<file path="src/fps_pkg.sv">
// shared constants and types for the flash program/erase sequencer
package fps_pkg;
   // ***********************************************************
   // register map (apb byte offsets)
   // ***********************************************************
   localparam logic [7:0] ADDR_CTRL     = 8'h00;
   localparam logic [7:0] ADDR_ADDR     = 8'h04;
   localparam logic [7:0] ADDR_DATA     = 8'h08;
   localparam logic [7:0] ADDR_STATUS   = 8'h0C;
   localparam logic [7:0] ADDR_IRQ_STAT = 8'h10;
   localparam logic [7:0] ADDR_IRQ_MASK = 8'h14;
   localparam logic [7:0] ADDR_CFG      = 8'h18;
   // ctrl fields
   localparam int CTRL_OP_LSB = 0;
   localparam int CTRL_ALT    = 3;
   // status register fields of the controller
   localparam int ST_BUSY      = 0;
   localparam int ST_PROG_FAIL = 1;
   localparam int ST_ERASE_FAIL = 2;
   localparam int ST_SUPPLY_LOW = 3;
   localparam int ST_SUSPENDED  = 4;
   localparam int ST_SEQ_ERR    = 5;
   localparam int ST_LAST_LSB   = 8;
   // interrupt bits
   localparam int IRQ_DONE    = 0;
   localparam int IRQ_ERROR   = 1;
   localparam int IRQ_REFUSED = 2;
   localparam int IRQ_W       = 3;
   // cfg fields
   localparam int CFG_WORD  = 0;
   localparam int CFG_PDOWN = 1;
   // ***********************************************************
   // device status register bits
   // ***********************************************************
   localparam int MACHINE_READY_FLAG   = 7;
   localparam int ERASE_SUSPENDED_FLAG = 6;
   localparam int ERASE_FAIL_FLAG      = 5;
   localparam int PROGRAM_FAIL_FLAG    = 4;
   localparam int SUPPLY_LOW_FLAG      = 3;
   // ***********************************************************
   // device command codes
   // ***********************************************************
   localparam logic [7:0] CMD_PROG_SETUP     = 8'h40;
   localparam logic [7:0] CMD_PROG_SETUP_ALT = 8'h10;
   localparam logic [7:0] CMD_ERASE_SETUP    = 8'h20;
   localparam logic [7:0] CMD_CONFIRM        = 8'hD0;
   localparam logic [7:0] CMD_SUSPEND        = 8'hB0;
   localparam logic [7:0] CMD_READ_ARRAY     = 8'hFF;
   localparam logic [7:0] CMD_READ_STATUS    = 8'h70;
   localparam logic [7:0] CMD_CLEAR_STATUS   = 8'h50;
   // ***********************************************************
   // operations requested through ctrl
   // ***********************************************************
   localparam logic [2:0] OP_READ    = 3'h0;
   localparam logic [2:0] OP_PROG    = 3'h1;
   localparam logic [2:0] OP_ERASE   = 3'h2;
   localparam logic [2:0] OP_SUSPEND = 3'h3;
   localparam logic [2:0] OP_RESUME  = 3'h4;
   localparam logic [2:0] OP_CLEAR   = 3'h5;
   localparam logic [2:0] OP_ARRAY   = 3'h6;
   localparam logic [2:0] OP_STATUS  = 3'h7;
   // upper address bits compared to keep reads off a suspended block
   localparam int BLOCK_LSB = 13;
   // ***********************************************************
   // timing
   // ***********************************************************
   localparam int CLK_NS   = 4;
   localparam int T_WP_NS  = 60;
   localparam int T_ACC_NS = 160;
   localparam int T_REC_NS = 40;
   localparam int SYNC_LAT = 3;
   localparam logic [7:0] WP_CYC  = 8'((T_WP_NS + CLK_NS - 1) / CLK_NS);
   localparam logic [7:0] ACC_CYC = 8'((T_ACC_NS + CLK_NS - 1) / CLK_NS + SYNC_LAT);
   localparam logic [7:0] REC_CYC = 8'((T_REC_NS + CLK_NS - 1) / CLK_NS);
   // ***********************************************************
   // sequencer state
   // ***********************************************************
   typedef enum logic [5:0] {
      S_IDLE = 6'h01,
      S_WSET = 6'h02,
      S_WPUL = 6'h04,
      S_WREC = 6'h08,
      S_RPUL = 6'h10,
      S_RGAP = 6'h20
   } fps_state_type;
endpackage

</file>
<file path="src/fps_sequencer.sv">
// host-side program/erase sequencer for a parallel nor flash, apb slave
// ***********************************************************
// Summary of operation
// - program setup uses 40h or 10h
// - second write carries data and address
// - re-strobe output enable for each status poll
// - wait for ready bit before checking errors
// - write FFh to return to read array
// - supply low must be cleared before program/erase
// - erase is 20h then D0h in block
// - suspend B0h, poll ready, read suspended bit
// - suspended: read array, other blocks only
// - sticky flags allow deferred error checking
// - resume with D0h clears suspended state
// ***********************************************************
`timescale 1ns/1ps
module fps_sequencer (
   input  wire logic        clk,
   input  wire logic        rst_n,
   input  wire logic        psel,
   input  wire logic        penable,
   input  wire logic        pwrite,
   input  wire logic [7:0]  paddr,
   input  wire logic [31:0] pwdata,
   output logic      [31:0] prdata,
   output logic             pready,
   output logic             pslverr,
   output logic             irq,
   output logic [16:0]      flAddr,
   output logic [15:0]      flDqOut,
   output logic             flDqOe,
   input  wire logic [15:0] flDqIn,
   output logic             flCeN,
   output logic             flOeN,
   output logic             flWeN,
   output logic             flByteN,
   output logic             flRpN
);
   typedef struct packed {
      fps_pkg::fps_state_type st;
      logic [7:0]  cnt;
      logic [2:0]  op;
      logic        wrIdx;
      logic        twoWr;
      logic        poll;
      logic        tail;
      logic [15:0] word0;
      logic [15:0] word1;
      logic        busy;
      logic [16:0] addr;
      logic [15:0] data;
      logic        wordMode;
      logic        rpN;
      logic        progFail;
      logic        eraseFail;
      logic        supplyLow;
      logic        suspended;
      logic        suspReq;
      logic        seqErr;
      logic [16:0] suspAddr;
      logic [7:0]  lastStat;
      logic [15:0] rdData;
      logic [2:0]  irqStat;
      logic [2:0]  irqMask;
      logic        pready;
      logic [31:0] prdata;
      logic        pslverr;
      logic        irq;
      logic [16:0] flAddr;
      logic [15:0] dqOut;
      logic        dqOe;
      logic        ceN;
      logic        oeN;
      logic        weN;
   } fps_regs_type;

   fps_regs_type r;
   fps_regs_type next_r;
   logic [15:0]  dqSync;
   logic         apbAcc;
   logic         goReq;
   logic         refuse;
   logic [2:0]   reqOp;

   fps_pin_sync #(.W(16)) u_dq_sync (
      .clk    (clk),
      .rst_n  (rst_n),
      .pinIn  (flDqIn),
      .pinOut (dqSync)
   );

   // ***********************************************************
   // request decode
   // ***********************************************************
   assign apbAcc = psel & penable & r.pready;
   assign goReq  = apbAcc & pwrite & (paddr == fps_pkg::ADDR_CTRL);
   assign reqOp  = pwdata[fps_pkg::CTRL_OP_LSB +: 3];

   always_comb begin
      // a running erase still takes a suspend; it lands between polls
      refuse = r.busy && !(reqOp == fps_pkg::OP_SUSPEND && r.op == fps_pkg::OP_ERASE);
      if (r.supplyLow && (reqOp == fps_pkg::OP_PROG || reqOp == fps_pkg::OP_ERASE)) begin
         refuse = 1'b1;
      end
      if (r.suspended && (reqOp == fps_pkg::OP_PROG || reqOp == fps_pkg::OP_ERASE ||
                          reqOp == fps_pkg::OP_SUSPEND || reqOp == fps_pkg::OP_CLEAR)) begin
         refuse = 1'b1;
      end
      if (r.suspended && reqOp == fps_pkg::OP_READ &&
          r.addr[16:fps_pkg::BLOCK_LSB] == r.suspAddr[16:fps_pkg::BLOCK_LSB]) begin
         refuse = 1'b1;
      end
   end

   // ***********************************************************
   // next state
   // ***********************************************************
   always_comb begin
      logic [2:0] ev;
      logic [7:0] sb;
      ev       = '0;
      sb       = r.lastStat;
      next_r   = r;
      // apb: answer one cycle into the access phase
      next_r.pready  = psel & penable & ~r.pready;
      next_r.pslverr = 1'b0;
      next_r.prdata  = '0;
      if (psel && penable && !r.pready) begin
         unique case (paddr)
            fps_pkg::ADDR_CTRL:     next_r.prdata = {29'h0, r.op};
            fps_pkg::ADDR_ADDR:     next_r.prdata = {15'h0, r.addr};
            fps_pkg::ADDR_DATA:     next_r.prdata = {16'h0, r.rdData};
            fps_pkg::ADDR_STATUS:   next_r.prdata = {16'h0, r.lastStat, 2'h0, r.seqErr, r.suspended,
                                                     r.supplyLow, r.eraseFail, r.progFail, r.busy};
            fps_pkg::ADDR_IRQ_STAT: next_r.prdata = {29'h0, r.irqStat};
            fps_pkg::ADDR_IRQ_MASK: next_r.prdata = {29'h0, r.irqMask};
            fps_pkg::ADDR_CFG:      next_r.prdata = {30'h0, ~r.rpN, r.wordMode};
            default:                next_r.pslverr = 1'b1;
         endcase
      end
      if (apbAcc && pwrite) begin
         unique case (paddr)
            fps_pkg::ADDR_ADDR:     next_r.addr = pwdata[16:0];
            fps_pkg::ADDR_DATA:     next_r.data = pwdata[15:0];
            fps_pkg::ADDR_IRQ_MASK: next_r.irqMask = pwdata[2:0];
            fps_pkg::ADDR_CFG: begin
               next_r.wordMode = pwdata[fps_pkg::CFG_WORD];
               next_r.rpN      = ~pwdata[fps_pkg::CFG_PDOWN];
            end
            default: ;
         endcase
      end
      // operation launch
      if (goReq) begin
         if (refuse) begin
            ev[fps_pkg::IRQ_REFUSED] = 1'b1;
         end else if (r.busy) begin
            next_r.suspReq = 1'b1;
         end else begin
            next_r.op    = reqOp;
            next_r.busy  = 1'b1;
            next_r.wrIdx = 1'b0;
            next_r.twoWr = 1'b0;
            next_r.poll  = 1'b0;
            next_r.tail  = 1'b0;
            next_r.word1 = 16'h0000;
            next_r.st    = fps_pkg::S_WSET;
            unique case (reqOp)
               fps_pkg::OP_READ: begin
                  next_r.st  = fps_pkg::S_RPUL;
                  next_r.cnt = fps_pkg::ACC_CYC;
               end
               fps_pkg::OP_PROG: begin
                  next_r.word0 = {8'h00, pwdata[fps_pkg::CTRL_ALT] ? fps_pkg::CMD_PROG_SETUP_ALT
                                                                    : fps_pkg::CMD_PROG_SETUP};
                  next_r.word1 = r.data;
                  next_r.twoWr = 1'b1;
                  next_r.poll  = 1'b1;
               end
               fps_pkg::OP_ERASE: begin
                  next_r.word0 = {8'h00, fps_pkg::CMD_ERASE_SETUP};
                  next_r.word1 = {8'h00, fps_pkg::CMD_CONFIRM};
                  next_r.twoWr = 1'b1;
                  next_r.poll  = 1'b1;
               end
               fps_pkg::OP_SUSPEND: begin
                  next_r.word0 = {8'h00, fps_pkg::CMD_SUSPEND};
                  next_r.poll  = 1'b1;
                  next_r.tail  = 1'b1;
               end
               fps_pkg::OP_RESUME: next_r.word0 = {8'h00, fps_pkg::CMD_CONFIRM};
               fps_pkg::OP_CLEAR: begin
                  next_r.word0     = {8'h00, fps_pkg::CMD_CLEAR_STATUS};
                  next_r.progFail  = 1'b0;
                  next_r.eraseFail = 1'b0;
                  next_r.supplyLow = 1'b0;
                  next_r.seqErr    = 1'b0;
               end
               fps_pkg::OP_ARRAY:  next_r.word0 = {2{fps_pkg::CMD_READ_ARRAY}};
               fps_pkg::OP_STATUS: next_r.word0 = {8'h00, fps_pkg::CMD_READ_STATUS};
            endcase
         end
      end
      // ***********************************************************
      // flash bus cycles
      // ***********************************************************
      unique case (r.st)
         fps_pkg::S_IDLE: ;
         fps_pkg::S_WSET: begin
            next_r.ceN    = 1'b0;
            next_r.dqOe   = 1'b1;
            next_r.flAddr = r.addr;
            next_r.dqOut  = r.wrIdx ? r.word1 : r.word0;
            next_r.cnt    = fps_pkg::WP_CYC;
            next_r.weN    = 1'b0;
            next_r.st     = fps_pkg::S_WPUL;
         end
         fps_pkg::S_WPUL: begin
            next_r.cnt = r.cnt - 8'h01;
            if (r.cnt == 8'h01) begin
               next_r.weN = 1'b1;
               next_r.cnt = fps_pkg::REC_CYC;
               next_r.st  = fps_pkg::S_WREC;
            end
         end
         fps_pkg::S_WREC: begin
            next_r.cnt = r.cnt - 8'h01;
            if (r.cnt == 8'h01) begin
               next_r.ceN  = 1'b1;
               next_r.dqOe = 1'b0;
               if (r.twoWr && !r.wrIdx) begin
                  next_r.wrIdx = 1'b1;
                  next_r.st    = fps_pkg::S_WSET;
               end else if (r.poll || r.op == fps_pkg::OP_STATUS) begin
                  // after the command status reads follow; a queued suspend or the read-array tail can still write
                  next_r.cnt = fps_pkg::ACC_CYC;
                  next_r.st  = fps_pkg::S_RPUL;
               end else begin
                  if (r.op == fps_pkg::OP_RESUME) begin
                     next_r.suspended = 1'b0;
                  end
                  next_r.busy         = 1'b0;
                  ev[fps_pkg::IRQ_DONE] = 1'b1;
                  next_r.st           = fps_pkg::S_IDLE;
               end
            end
         end
         fps_pkg::S_RPUL: begin
            next_r.ceN    = 1'b0;
            next_r.oeN    = 1'b0;
            next_r.flAddr = r.addr;
            next_r.cnt    = r.cnt - 8'h01;
            if (r.cnt <= 8'h01) begin
               // sampled late enough to cover access time and sync delay
               next_r.rdData = dqSync;
               if (r.op != fps_pkg::OP_READ) begin
                  next_r.lastStat = dqSync[7:0];
               end
               next_r.ceN = 1'b1;
               next_r.oeN = 1'b1;
               next_r.cnt = fps_pkg::REC_CYC;
               next_r.st  = fps_pkg::S_RGAP;
            end
         end
         fps_pkg::S_RGAP: begin
            next_r.cnt = r.cnt - 8'h01;
            if (r.cnt == 8'h01) begin
               if (r.poll && !sb[fps_pkg::MACHINE_READY_FLAG]) begin
                  // strobe again: status only refreshes on a new falling edge
                  next_r.cnt = fps_pkg::ACC_CYC;
                  next_r.st  = fps_pkg::S_RPUL;
                  if (r.suspReq) begin
                     next_r.op      = fps_pkg::OP_SUSPEND;
                     next_r.word0   = {8'h00, fps_pkg::CMD_SUSPEND};
                     next_r.twoWr   = 1'b0;
                     next_r.wrIdx   = 1'b0;
                     next_r.tail    = 1'b1;
                     next_r.suspReq = 1'b0;
                     next_r.st      = fps_pkg::S_WSET;
                  end
               end else begin
                  next_r.st   = fps_pkg::S_IDLE;
                  next_r.suspReq = 1'b0;
                  next_r.busy = 1'b0;
                  ev[fps_pkg::IRQ_DONE] = 1'b1;
                  if (r.poll && r.op != fps_pkg::OP_SUSPEND) begin
                     // flags only accumulate, so deferred checks stay valid
                     next_r.supplyLow = r.supplyLow | sb[fps_pkg::SUPPLY_LOW_FLAG];
                     next_r.progFail  = r.progFail | sb[fps_pkg::PROGRAM_FAIL_FLAG];
                     next_r.eraseFail = r.eraseFail | sb[fps_pkg::ERASE_FAIL_FLAG];
                     if (r.op == fps_pkg::OP_ERASE) begin
                        next_r.seqErr = r.seqErr | (sb[fps_pkg::PROGRAM_FAIL_FLAG] &
                                                    sb[fps_pkg::ERASE_FAIL_FLAG]);
                     end
                     ev[fps_pkg::IRQ_ERROR] = sb[fps_pkg::SUPPLY_LOW_FLAG] | sb[fps_pkg::PROGRAM_FAIL_FLAG]
                                            | sb[fps_pkg::ERASE_FAIL_FLAG];
                  end
                  if (r.op == fps_pkg::OP_SUSPEND) begin
                     next_r.suspended = sb[fps_pkg::ERASE_SUSPENDED_FLAG];
                     next_r.suspAddr  = r.addr;
                     if (r.tail && sb[fps_pkg::ERASE_SUSPENDED_FLAG]) begin
                        // suspended: go straight to read array
                        next_r.word0 = {2{fps_pkg::CMD_READ_ARRAY}};
                        next_r.poll  = 1'b0;
                        next_r.tail  = 1'b0;
                        next_r.busy  = 1'b1;
                        ev[fps_pkg::IRQ_DONE] = 1'b0;
                        next_r.st    = fps_pkg::S_WSET;
                     end
                  end
               end
            end
         end
      endcase
      // interrupts: set wins over write-one-to-clear
      if (apbAcc && pwrite && paddr == fps_pkg::ADDR_IRQ_STAT) begin
         next_r.irqStat = r.irqStat & ~pwdata[2:0];
      end
      next_r.irqStat = next_r.irqStat | ev;
      next_r.irq     = |(next_r.irqStat & next_r.irqMask);
   end

   always_ff @(posedge clk) begin
      if (!rst_n) begin
         r     <= '0;
         r.st  <= fps_pkg::S_IDLE;
         r.ceN <= 1'b1;
         r.oeN <= 1'b1;
         r.weN <= 1'b1;
         r.rpN <= 1'b1;
      end else begin
         r <= next_r;
      end
   end

   assign prdata  = r.prdata;
   assign pready  = r.pready;
   assign pslverr = r.pslverr;
   assign irq     = r.irq;
   assign flAddr  = r.flAddr;
   assign flDqOut = r.dqOut;
   assign flDqOe  = r.dqOe;
   assign flCeN   = r.ceN;
   assign flOeN   = r.oeN;
   assign flWeN   = r.weN;
   assign flByteN = r.wordMode;
   assign flRpN   = r.rpN;
endmodule // fps_sequencer

</file>
<file path="src/fps_pin_sync.sv">
// three-stage synchroniser with agreement filter for pin inputs
`timescale 1ns/1ps
module fps_pin_sync #(
   parameter int W = 16
) (
   input  wire logic         clk,
   input  wire logic         rst_n,
   input  wire logic [W-1:0] pinIn,
   output logic      [W-1:0] pinOut
);
   typedef struct packed {
      logic [W-1:0] s1;
      logic [W-1:0] s2;
      logic [W-1:0] s3;
      logic [W-1:0] filt;
   } fps_sync_type;
   fps_sync_type r;
   fps_sync_type next_r;

   // only s2 looks at s1; the filter compares the later stages
   always_comb begin
      next_r    = r;
      next_r.s1 = pinIn;
      next_r.s2 = r.s1;
      next_r.s3 = r.s2;
      for (int i = 0; i < W; i++) begin
         if (r.s2[i] == r.s3[i]) begin
            next_r.filt[i] = r.s3[i];
         end
      end
   end

   always_ff @(posedge clk) begin
      if (!rst_n) begin
         r <= '0;
      end else begin
         r <= next_r;
      end
   end

   assign pinOut = r.filt;
endmodule // fps_pin_sync

</file>
<file path="config.mk">
export PLATFORM = sky130hd
export DESIGN_NAME = fps_sequencer
export DESIGN_NICKNAME = d
export VERILOG_FILES = /design/src/fps_pkg.sv /design/src/fps_sequencer.sv /design/src/fps_pin_sync.sv
export SDC_FILE = /design/constraint.sdc
export NUM_CORES = 1
export LEC_CHECK = 0
export BUFFER_PORTS_ARGS = -buffer_cell sky130_fd_sc_hd__buf_2
export CAP_MARGIN = 40
export CORE_ASPECT_RATIO = 1.2
export CORE_MARGIN = 8
export CORE_UTILIZATION = 45
export CTS_BUF_LIST = sky130_fd_sc_hd__clkbuf_4
export DETAILED_ROUTE_END_ITERATION = 10
export PLACE_DENSITY = 0.63
export SLEW_MARGIN = 40
export SYNTH_ARGS = -nofsm -noshare
export SYNTH_HDL_FRONTEND = slang
export SYNTH_SLANG_ARGS = --single-unit
</file>
<file path="constraint.sdc">
create_clock -name clk -period 6.7 [get_ports clk]
set_clock_uncertainty 0.05 [all_clocks]
set_input_delay 0.335 -clock clk [delete_from_list [all_inputs] [get_ports clk]]
set_output_delay 0.335 -clock clk [all_outputs]
set_load 0.005 [all_outputs]
</file>
---- Word level (Yosys, flattened, before mapping) ----
Index checks and enable logic that the tools add are counted.
storage, ports and cells
  bits in registers ....................... 278
  output and inout port bits .............. 74
operators by class
  $add $sub $neg .......................... 1
  magnitude comparators ................... 1
  equal/unequal tests ..................... 51
  mux-type cells .......................... 96
  bitwise gates (word level) .............. 22
  reductions and logical operators ........ 49
operator list
  kind                                                             number
  54-bit 2-to-1 mux                                                3
  17-bit case mux with 7 select lines                              1
  16-bit case mux with 7 select lines                              1
  14-bit case mux with 5 select lines                              1
  18-bit 2-to-1 mux                                                3
  17-bit 2-to-1 mux                                                3
  14-bit 2-to-1 mux                                                3
  1-bit 2-to-1 mux                                                 39
  19-bit 2-to-1 mux                                                2
  37-bit 2-to-1 mux                                                1
  16-bit case mux with 2 select lines                              1
  3-bit 2-to-1 mux                                                 10
  13-bit 2-to-1 mux                                                2
  8-bit by 5-bit == test with 1-bit output, second input constant  3
  23-bit 2-to-1 mux                                                1
  5-bit 2-to-1 mux                                                 4
  3-bit == test, second input constant                             6
  1-bit == test                                                    16
  8-bit by 4-bit == test with 1-bit output, second input constant  2
  16-bit 2-to-1 mux                                                1
  2-bit 2-to-1 mux                                                 8
  8-bit 2-to-1 mux                                                 2
  2-bit inequality test, second input constant                     8
  2-bit AND reduction                                              8
  other kinds (39)                                                 91

---- Logic depth before layout (Yosys ltp) ----
  depth in word-level cells ............... 14
  gate-level depth with buffers ........... 10

---- Hierarchy ----
From an unflattened synthesis, not the netlist that was laid out.
unflattened totals
  cells, all modules ...................... 1177
  area, all modules ....................... 10349.9 um2
modules (own cells, without submodules)
  module         times used  cells an instance  area each (um2)  seq. area each (um2)
  fps_sequencer  1           994                8334.2           3723.6
  fps_pin_sync   1           183                2015.7           1281.2

---- Least setup slack after synthesis ----
Ideal clock, no wire load.
  path kind ............................... input -> register
  from .................................... in paddr[1]
  to ...................................... reg r, in the netlist irq
  arrival time ............................ 2.246 ns
  setup slack ............................. 4.283 ns
  stages on the path ...................... 6
  buffers on the path ..................... 0
  cells stage by stage .................... or4_4 -> or4_1 -> nor3b_2 -> mux2i_1 -> a211oi_1 -> a221o_1
between the ends
  cells in the longest elaborated chain, start to end .. 6
  elaborated cells on any way between the ends .. 12
  those cells by class .................... eq/ne (2); mux (4); bitwise (3); reduce/logical (3)
ends and longest elaborated chain
  element                                                                      RTL line                                    text
  start: declaration                                                           fps_sequencer.sv:23                         input wire logic [7:0] paddr,
  8-bit by 5-bit == test with 1-bit output or 8-bit zero test (tied branches)  fps_sequencer.sv:316, fps_sequencer.sv:96
  1-bit logical AND or 1-bit bitwise AND (tied branches)                       fps_sequencer.sv:316, fps_sequencer.sv:96
  3-bit 2-to-1 mux or 1-bit 2-to-1 mux (tied branches)                         fps_sequencer.sv:316, fps_sequencer.sv:154
  3-bit OR                                                                     fps_sequencer.sv:319                        next_r.irqStat = next_r.irqStat | ev;
  3-bit bitwise AND *                                                          fps_sequencer.sv:320                        next_r.irq = |(next_r.irqStat & next_r.irqMask);
  3-bit OR reduction *                                                         fps_sequencer.sv:320
  end signal: assignment                                                       fps_sequencer.sv:332                        r <= next_r;
  end: declaration                                                             fps_sequencer.sv:77                         fps_regs_type r;
Every way passes the cells marked *; elsewhere a longest branch is shown, timed or not.
A chain may end at the register's enable or synchronous reset.

---- Worst setup path in the final report ----
  from .................................... in pwdata[0]
  to ...................................... reg r[191] in the netlist's numbering
between the ends
  cells in the longest elaborated chain, start to end .. 14
  elaborated cells on any way between the ends .. 31
  those cells by class .................... eq/ne (7); mux (13); reduce/logical (11)
ends and longest elaborated chain
  element                                                           RTL line                                                          text
  start: declaration                                                fps_sequencer.sv:24                                               input wire logic [31:0] pwdata,
  3-bit by 2-bit == test with 1-bit output (tied with other cells)  fps_sequencer.sv:101, fps_sequencer.sv:106, fps_sequencer.sv:168
  1-bit logical AND or 1-bit logical OR (tied branches)             fps_sequencer.sv:101, fps_sequencer.sv:102, fps_sequencer.sv:105
  1-bit zero test or 1-bit logical OR (tied branches)               fps_sequencer.sv:101, fps_sequencer.sv:105
  1-bit logical AND or 1-bit logical OR (tied branches)             fps_sequencer.sv:101, fps_sequencer.sv:106
  1-bit 2-to-1 mux or 1-bit logical AND (tied branches)             fps_sequencer.sv:102, fps_sequencer.sv:105
  1-bit 2-to-1 mux                                                  fps_sequencer.sv:105                                              if (r.suspended && (reqOp == fps_pkg::OP_PROG || reqOp == fps_pkg::OP_ERASE ||
  1-bit 2-to-1 mux                                                  fps_sequencer.sv:109                                              if (r.suspended && reqOp == fps_pkg::OP_READ &&
  54-bit 2-to-1 mux *                                               fps_sequencer.sv:155                                              if (refuse) begin
  54-bit 2-to-1 mux *                                               fps_sequencer.sv:154                                              if (goReq) begin
  18-bit 2-to-1 mux                                                 fps_sequencer.sv:301                                              if (r.tail && sb[fps_pkg::ERASE_SUSPENDED_FLAG]) begin
  18-bit 2-to-1 mux                                                 fps_sequencer.sv:298                                              if (r.op == fps_pkg::OP_SUSPEND) begin
  17-bit 2-to-1 mux                                                 fps_sequencer.sv:268                                              if (r.poll && !sb[fps_pkg::MACHINE_READY_FLAG]) begin
  37-bit 2-to-1 mux                                                 fps_sequencer.sv:267                                              if (r.cnt == 8'h01) begin
  19-bit 2-to-1 mux *                                               fps_sequencer.sv:207                                              unique case (r.st)
Every way passes the cells marked *; elsewhere a longest branch is shown, timed or not. The select of a mux whose other input is x is not followed.

==> results.cfg <==
[global_routing]
grt-ovfl-total = 0
antenna_found_initial = 2
grt_max_degree = 79
grt_util_all_layers = 0.1723
grt_first_pass_wirelength_mm = 39.79
grt_pass1_vias = 7929

[timing]
rsz0062_at_grt = no
tns_ps = 0
fmaxAchievable_mhz = 351.2
setup_viol = 0
slew_viol_final = 0
fin_crit_sh = 0.4250
setup_slack_ps = 3853
tightest_slew_ps = 821.0
hold_viol = 0
relSlewSlack = 0.4527
final.min_clock_period_ps = 2847

[placed_design]
placed_area_mm2 = 0.01044
place_ws_ps = 3741
place_congestion = 0.8773
portBuffers = 104
dpl.hpwl_mm = 16.55

[yosys]
yosys_warnings = 0
synth_edf_count = 0
synth-compound-area-share = 0.1437
synth_area_mm2 = 0.01019
synth_area_leader_cell = dfxtp_1
yosys-top-cells-area = dfxtp_1 49%, mux2i_1 6.4%, nand2_1 5.5%, a21oi_1 5.4%, buf_4 4.8%
synth_mux_area_frac = 0.08045
ys_async_sr_fraction = 0
avgSynthCellArea_um2 = 8.889
ys_seq_elements = 250
yosysTopAreaCellShare = 0.4913
yosys.area_share.xor_xnor = 0.006018
synth_top_family_by_area = simple AND/OR/NAND/NOR gates
yosys_most_used_dff = dfxtp_1
synthCells = 1146
yosys.area_share.adder = 0.002456
synth-simple-area-share = 0.1971
synth-seq-area-share = 0.4913
synth_cell_types = 67

[drt]
wire_per_inst_um = 15.86
drt_iter0_markers = 436
num_vias = 8158
firstDrtPassIters = 5
route.detailed.drc = 0
routed_wl_mm = 24.74
vias_per_cell = 5.229
final_antenna_net_count = 0

[power]
clkPwrFrac = 0.425
power_w = 0.002782
switchingPower_w = 0.0006384
seq_power_share = 0.540
power_density_mw_per_mm2 = 240.5
comb_power_share = 0.035
ir_drop_uv = 165.2
p_int_w = 0.002143
leakagePower_nw = 4.354
swShare = 0.2295

[hold_path]
worst_hold_startpoint = paddr[6]
whs_endpoint = r[129]
hold_depth = 5
hp-class = input pin to flip-flop

[setup_path]
end_kind = flip-flop
timing.reg2reg.setup_slack_ps = 3910
r2r_cells = 7
crit_type = input pin to flip-flop
critPathMaxFanout = 28
r2r-start = r[200]
r2r_end = r[118]
startpoint_type = input pin
crit_required_ps = 7260
crit_arrival_ps = 3410

[die]
fp.dieW_um = 153.4
core_region_area_mm2 = 0.02230
ios = 135
die_area_mm2 = 0.02773
chipHeight_um = 180.8
start_util = 0.4569
num_rows = 60

[final_layout]
nets = 1303
area_delta_synth_final_pct = 13.52
final_cell_area_mm2 = 0.01156
drive_above_1_share = 0.1870

[clock_tree]
cts-resized-gates = 0
cts_tree = built
htree_levels = 2
insertion_delay_ps = 700
cts_buffers = 61
root_buffer = clkbuf_4
cts.sinks = 250
cts_max_path_buffers = 3
clkTransAtPathRegs_ps = 70

[run]
drv_cap = 0

[outcome]
status = finished clean
routing by layer:
layer / vias to the layer above / routed length, um / track usage
met5: - / 0 / 0
li1: 4107 / - / -
met4: 0 / 692 / 0.07852
met3: 51 / 1310 / 0.04011
met1: 3790 / 10710 / 0.2014
met2: 210 / 12030 / 0.2951
per-stage QoR:
step / utilization / std cells / hold slack (ps)
after global placement: 0.4672 / 1417 / 364.7
after floorplan: - / 1160 / 361.9
final: 0.5187 / 1560 / 65.29
after CTS: 0.5181 / 1557 / 1.898
after global routing: 0.5186 / 1559 / 49.12
after detailed placement: 0.4681 / 1417 / 367.7
sequential cells by signal, indices dropped and copies added (netlist names):
register          flops
flRpN                 1
prdata               17
irq                   1
pslverr               1
r                   127
u_dq_sync.r          16
flDqOut              16
pready                1
flOeN                 1
flWeN                 1
flByteN               1
flAddr               17
flCeN                 1
u_dq_sync.pinOut     16
u_dq_sync.next_r     32
flDqOe                1
worst max-delay path by stage:
stage / from / to / slack (ps) / cells after the start
final: pwdata[0] / r[191] / 3850 / 9
after global routing: pwdata[0] / r[185] / 3590 / 9
after CTS: r[201] / r[118] / 3890 / 8
after detailed placement: pwdata[0] / r[191] / 3740 / 8
after global placement: pwdata[0] / r[191] / 3610 / 8
after floorplan: paddr[1] / irq / 4280 / 6
cell usage after synthesis, types with 12 or more instances:
master	count
a22oi_1	17
nand2_1	150
nor3_1	14
mux2_2	15
mux2i_1	65
and2_1	54
nand3_1	30
buf_2	12
nor2_1	111
clkbuf_1	54
o21ai_0	51
buf_4	65
dfxtp_1	250
a21oi_1	109
a211oi_1	23
final cells by class:
class                           count  area (um2)
Timing Repair Buffer              153       985.9
Antenna cell                        3       7.507
Multi-Input combinational cell    766        4459
Fill cell                        2144       10730
Tap cell                          279       349.1
Inverter                            8       32.53
Clock buffer                       83       623.1
Clock inverter                     18       101.3
Sequential cell                   250        5006
power groups by stage:
stage                     Clock (W)  Combinational, W  Sequential (W)
after detailed placement          0         0.0000788         0.00154
after global placement            0         0.0000780         0.00154
after global routing        0.00130          0.000106         0.00150
after CTS                   0.00123         0.0000957         0.00150
after floorplan                   0         0.0000535         0.00154
final                       0.00118         0.0000964         0.00150
worst max-delay path, cell delays in order:
cell           delay (ps)
dlygate4sd3_1         560
buf_2                 360
inv_1                 170
o41ai_1               370
o221ai_1              320
nor4_4                270
buf_4                 340
a41oi_2               400
a21oi_1               250
what timing repair did:
action	CTS	global route
hold buffers	39	0
setup endpoints to repair	0	0
hold endpoints to repair	54	0
setup buffers	0	0
cells by family (layout without fill, tap and decap cells):
family / after synthesis / count (layout)
other cells: 1 / 18
mux: 80 / 80
xor+xnor: 7 / 7
compound gates: 246 / 246
flops: 250 / 250
buf+inv: 144 / 262
simple gates: 416 / 416
fa+ha+maj: 2 / 2
cells in the final DEF (no fill, tap or decap), types with 3 or more instances in the layout:
cell | netlist | layout
a211oi_1 | 23 | 23
a21oi_1 | 109 | 109
a22oi_1 | 17 | 17
a311oi_1 | 3 | 3
a31oi_1 | 10 | 10
and2_1 | 54 | 55
buf_2 | 12 | 104
buf_4 | 65 | 10
clkbuf_4 | 0 | 83
clkinv_1 | 0 | 13
conb_1 | 1 | 15
dfxtp_1 | 250 | 249
diode_2 | 0 | 3
dlygate4sd3_1 | 0 | 39
inv_1 | 7 | 7
mux2_2 | 15 | 15
mux2i_1 | 65 | 65
nand2_1 | 150 | 150
nand2b_1 | 5 | 5
nand3_1 | 30 | 30
nand3b_1 | 3 | 3
nand4_1 | 5 | 5
nor2_1 | 111 | 110
nor2b_1 | 8 | 8
nor3_1 | 14 | 14
nor3b_1 | 3 | 3
nor4_4 | 3 | 4
o211ai_1 | 4 | 4
o21ai_0 | 51 | 51
o22ai_1 | 5 | 5
o32ai_1 | 3 | 3
or2_2 | 4 | 4
or3_1 | 4 | 4
or4_1 | 4 | 4
xnor2_1 | 4 | 4
xor2_1 | 3 | 3
Power figures use the tool's default switching activity.
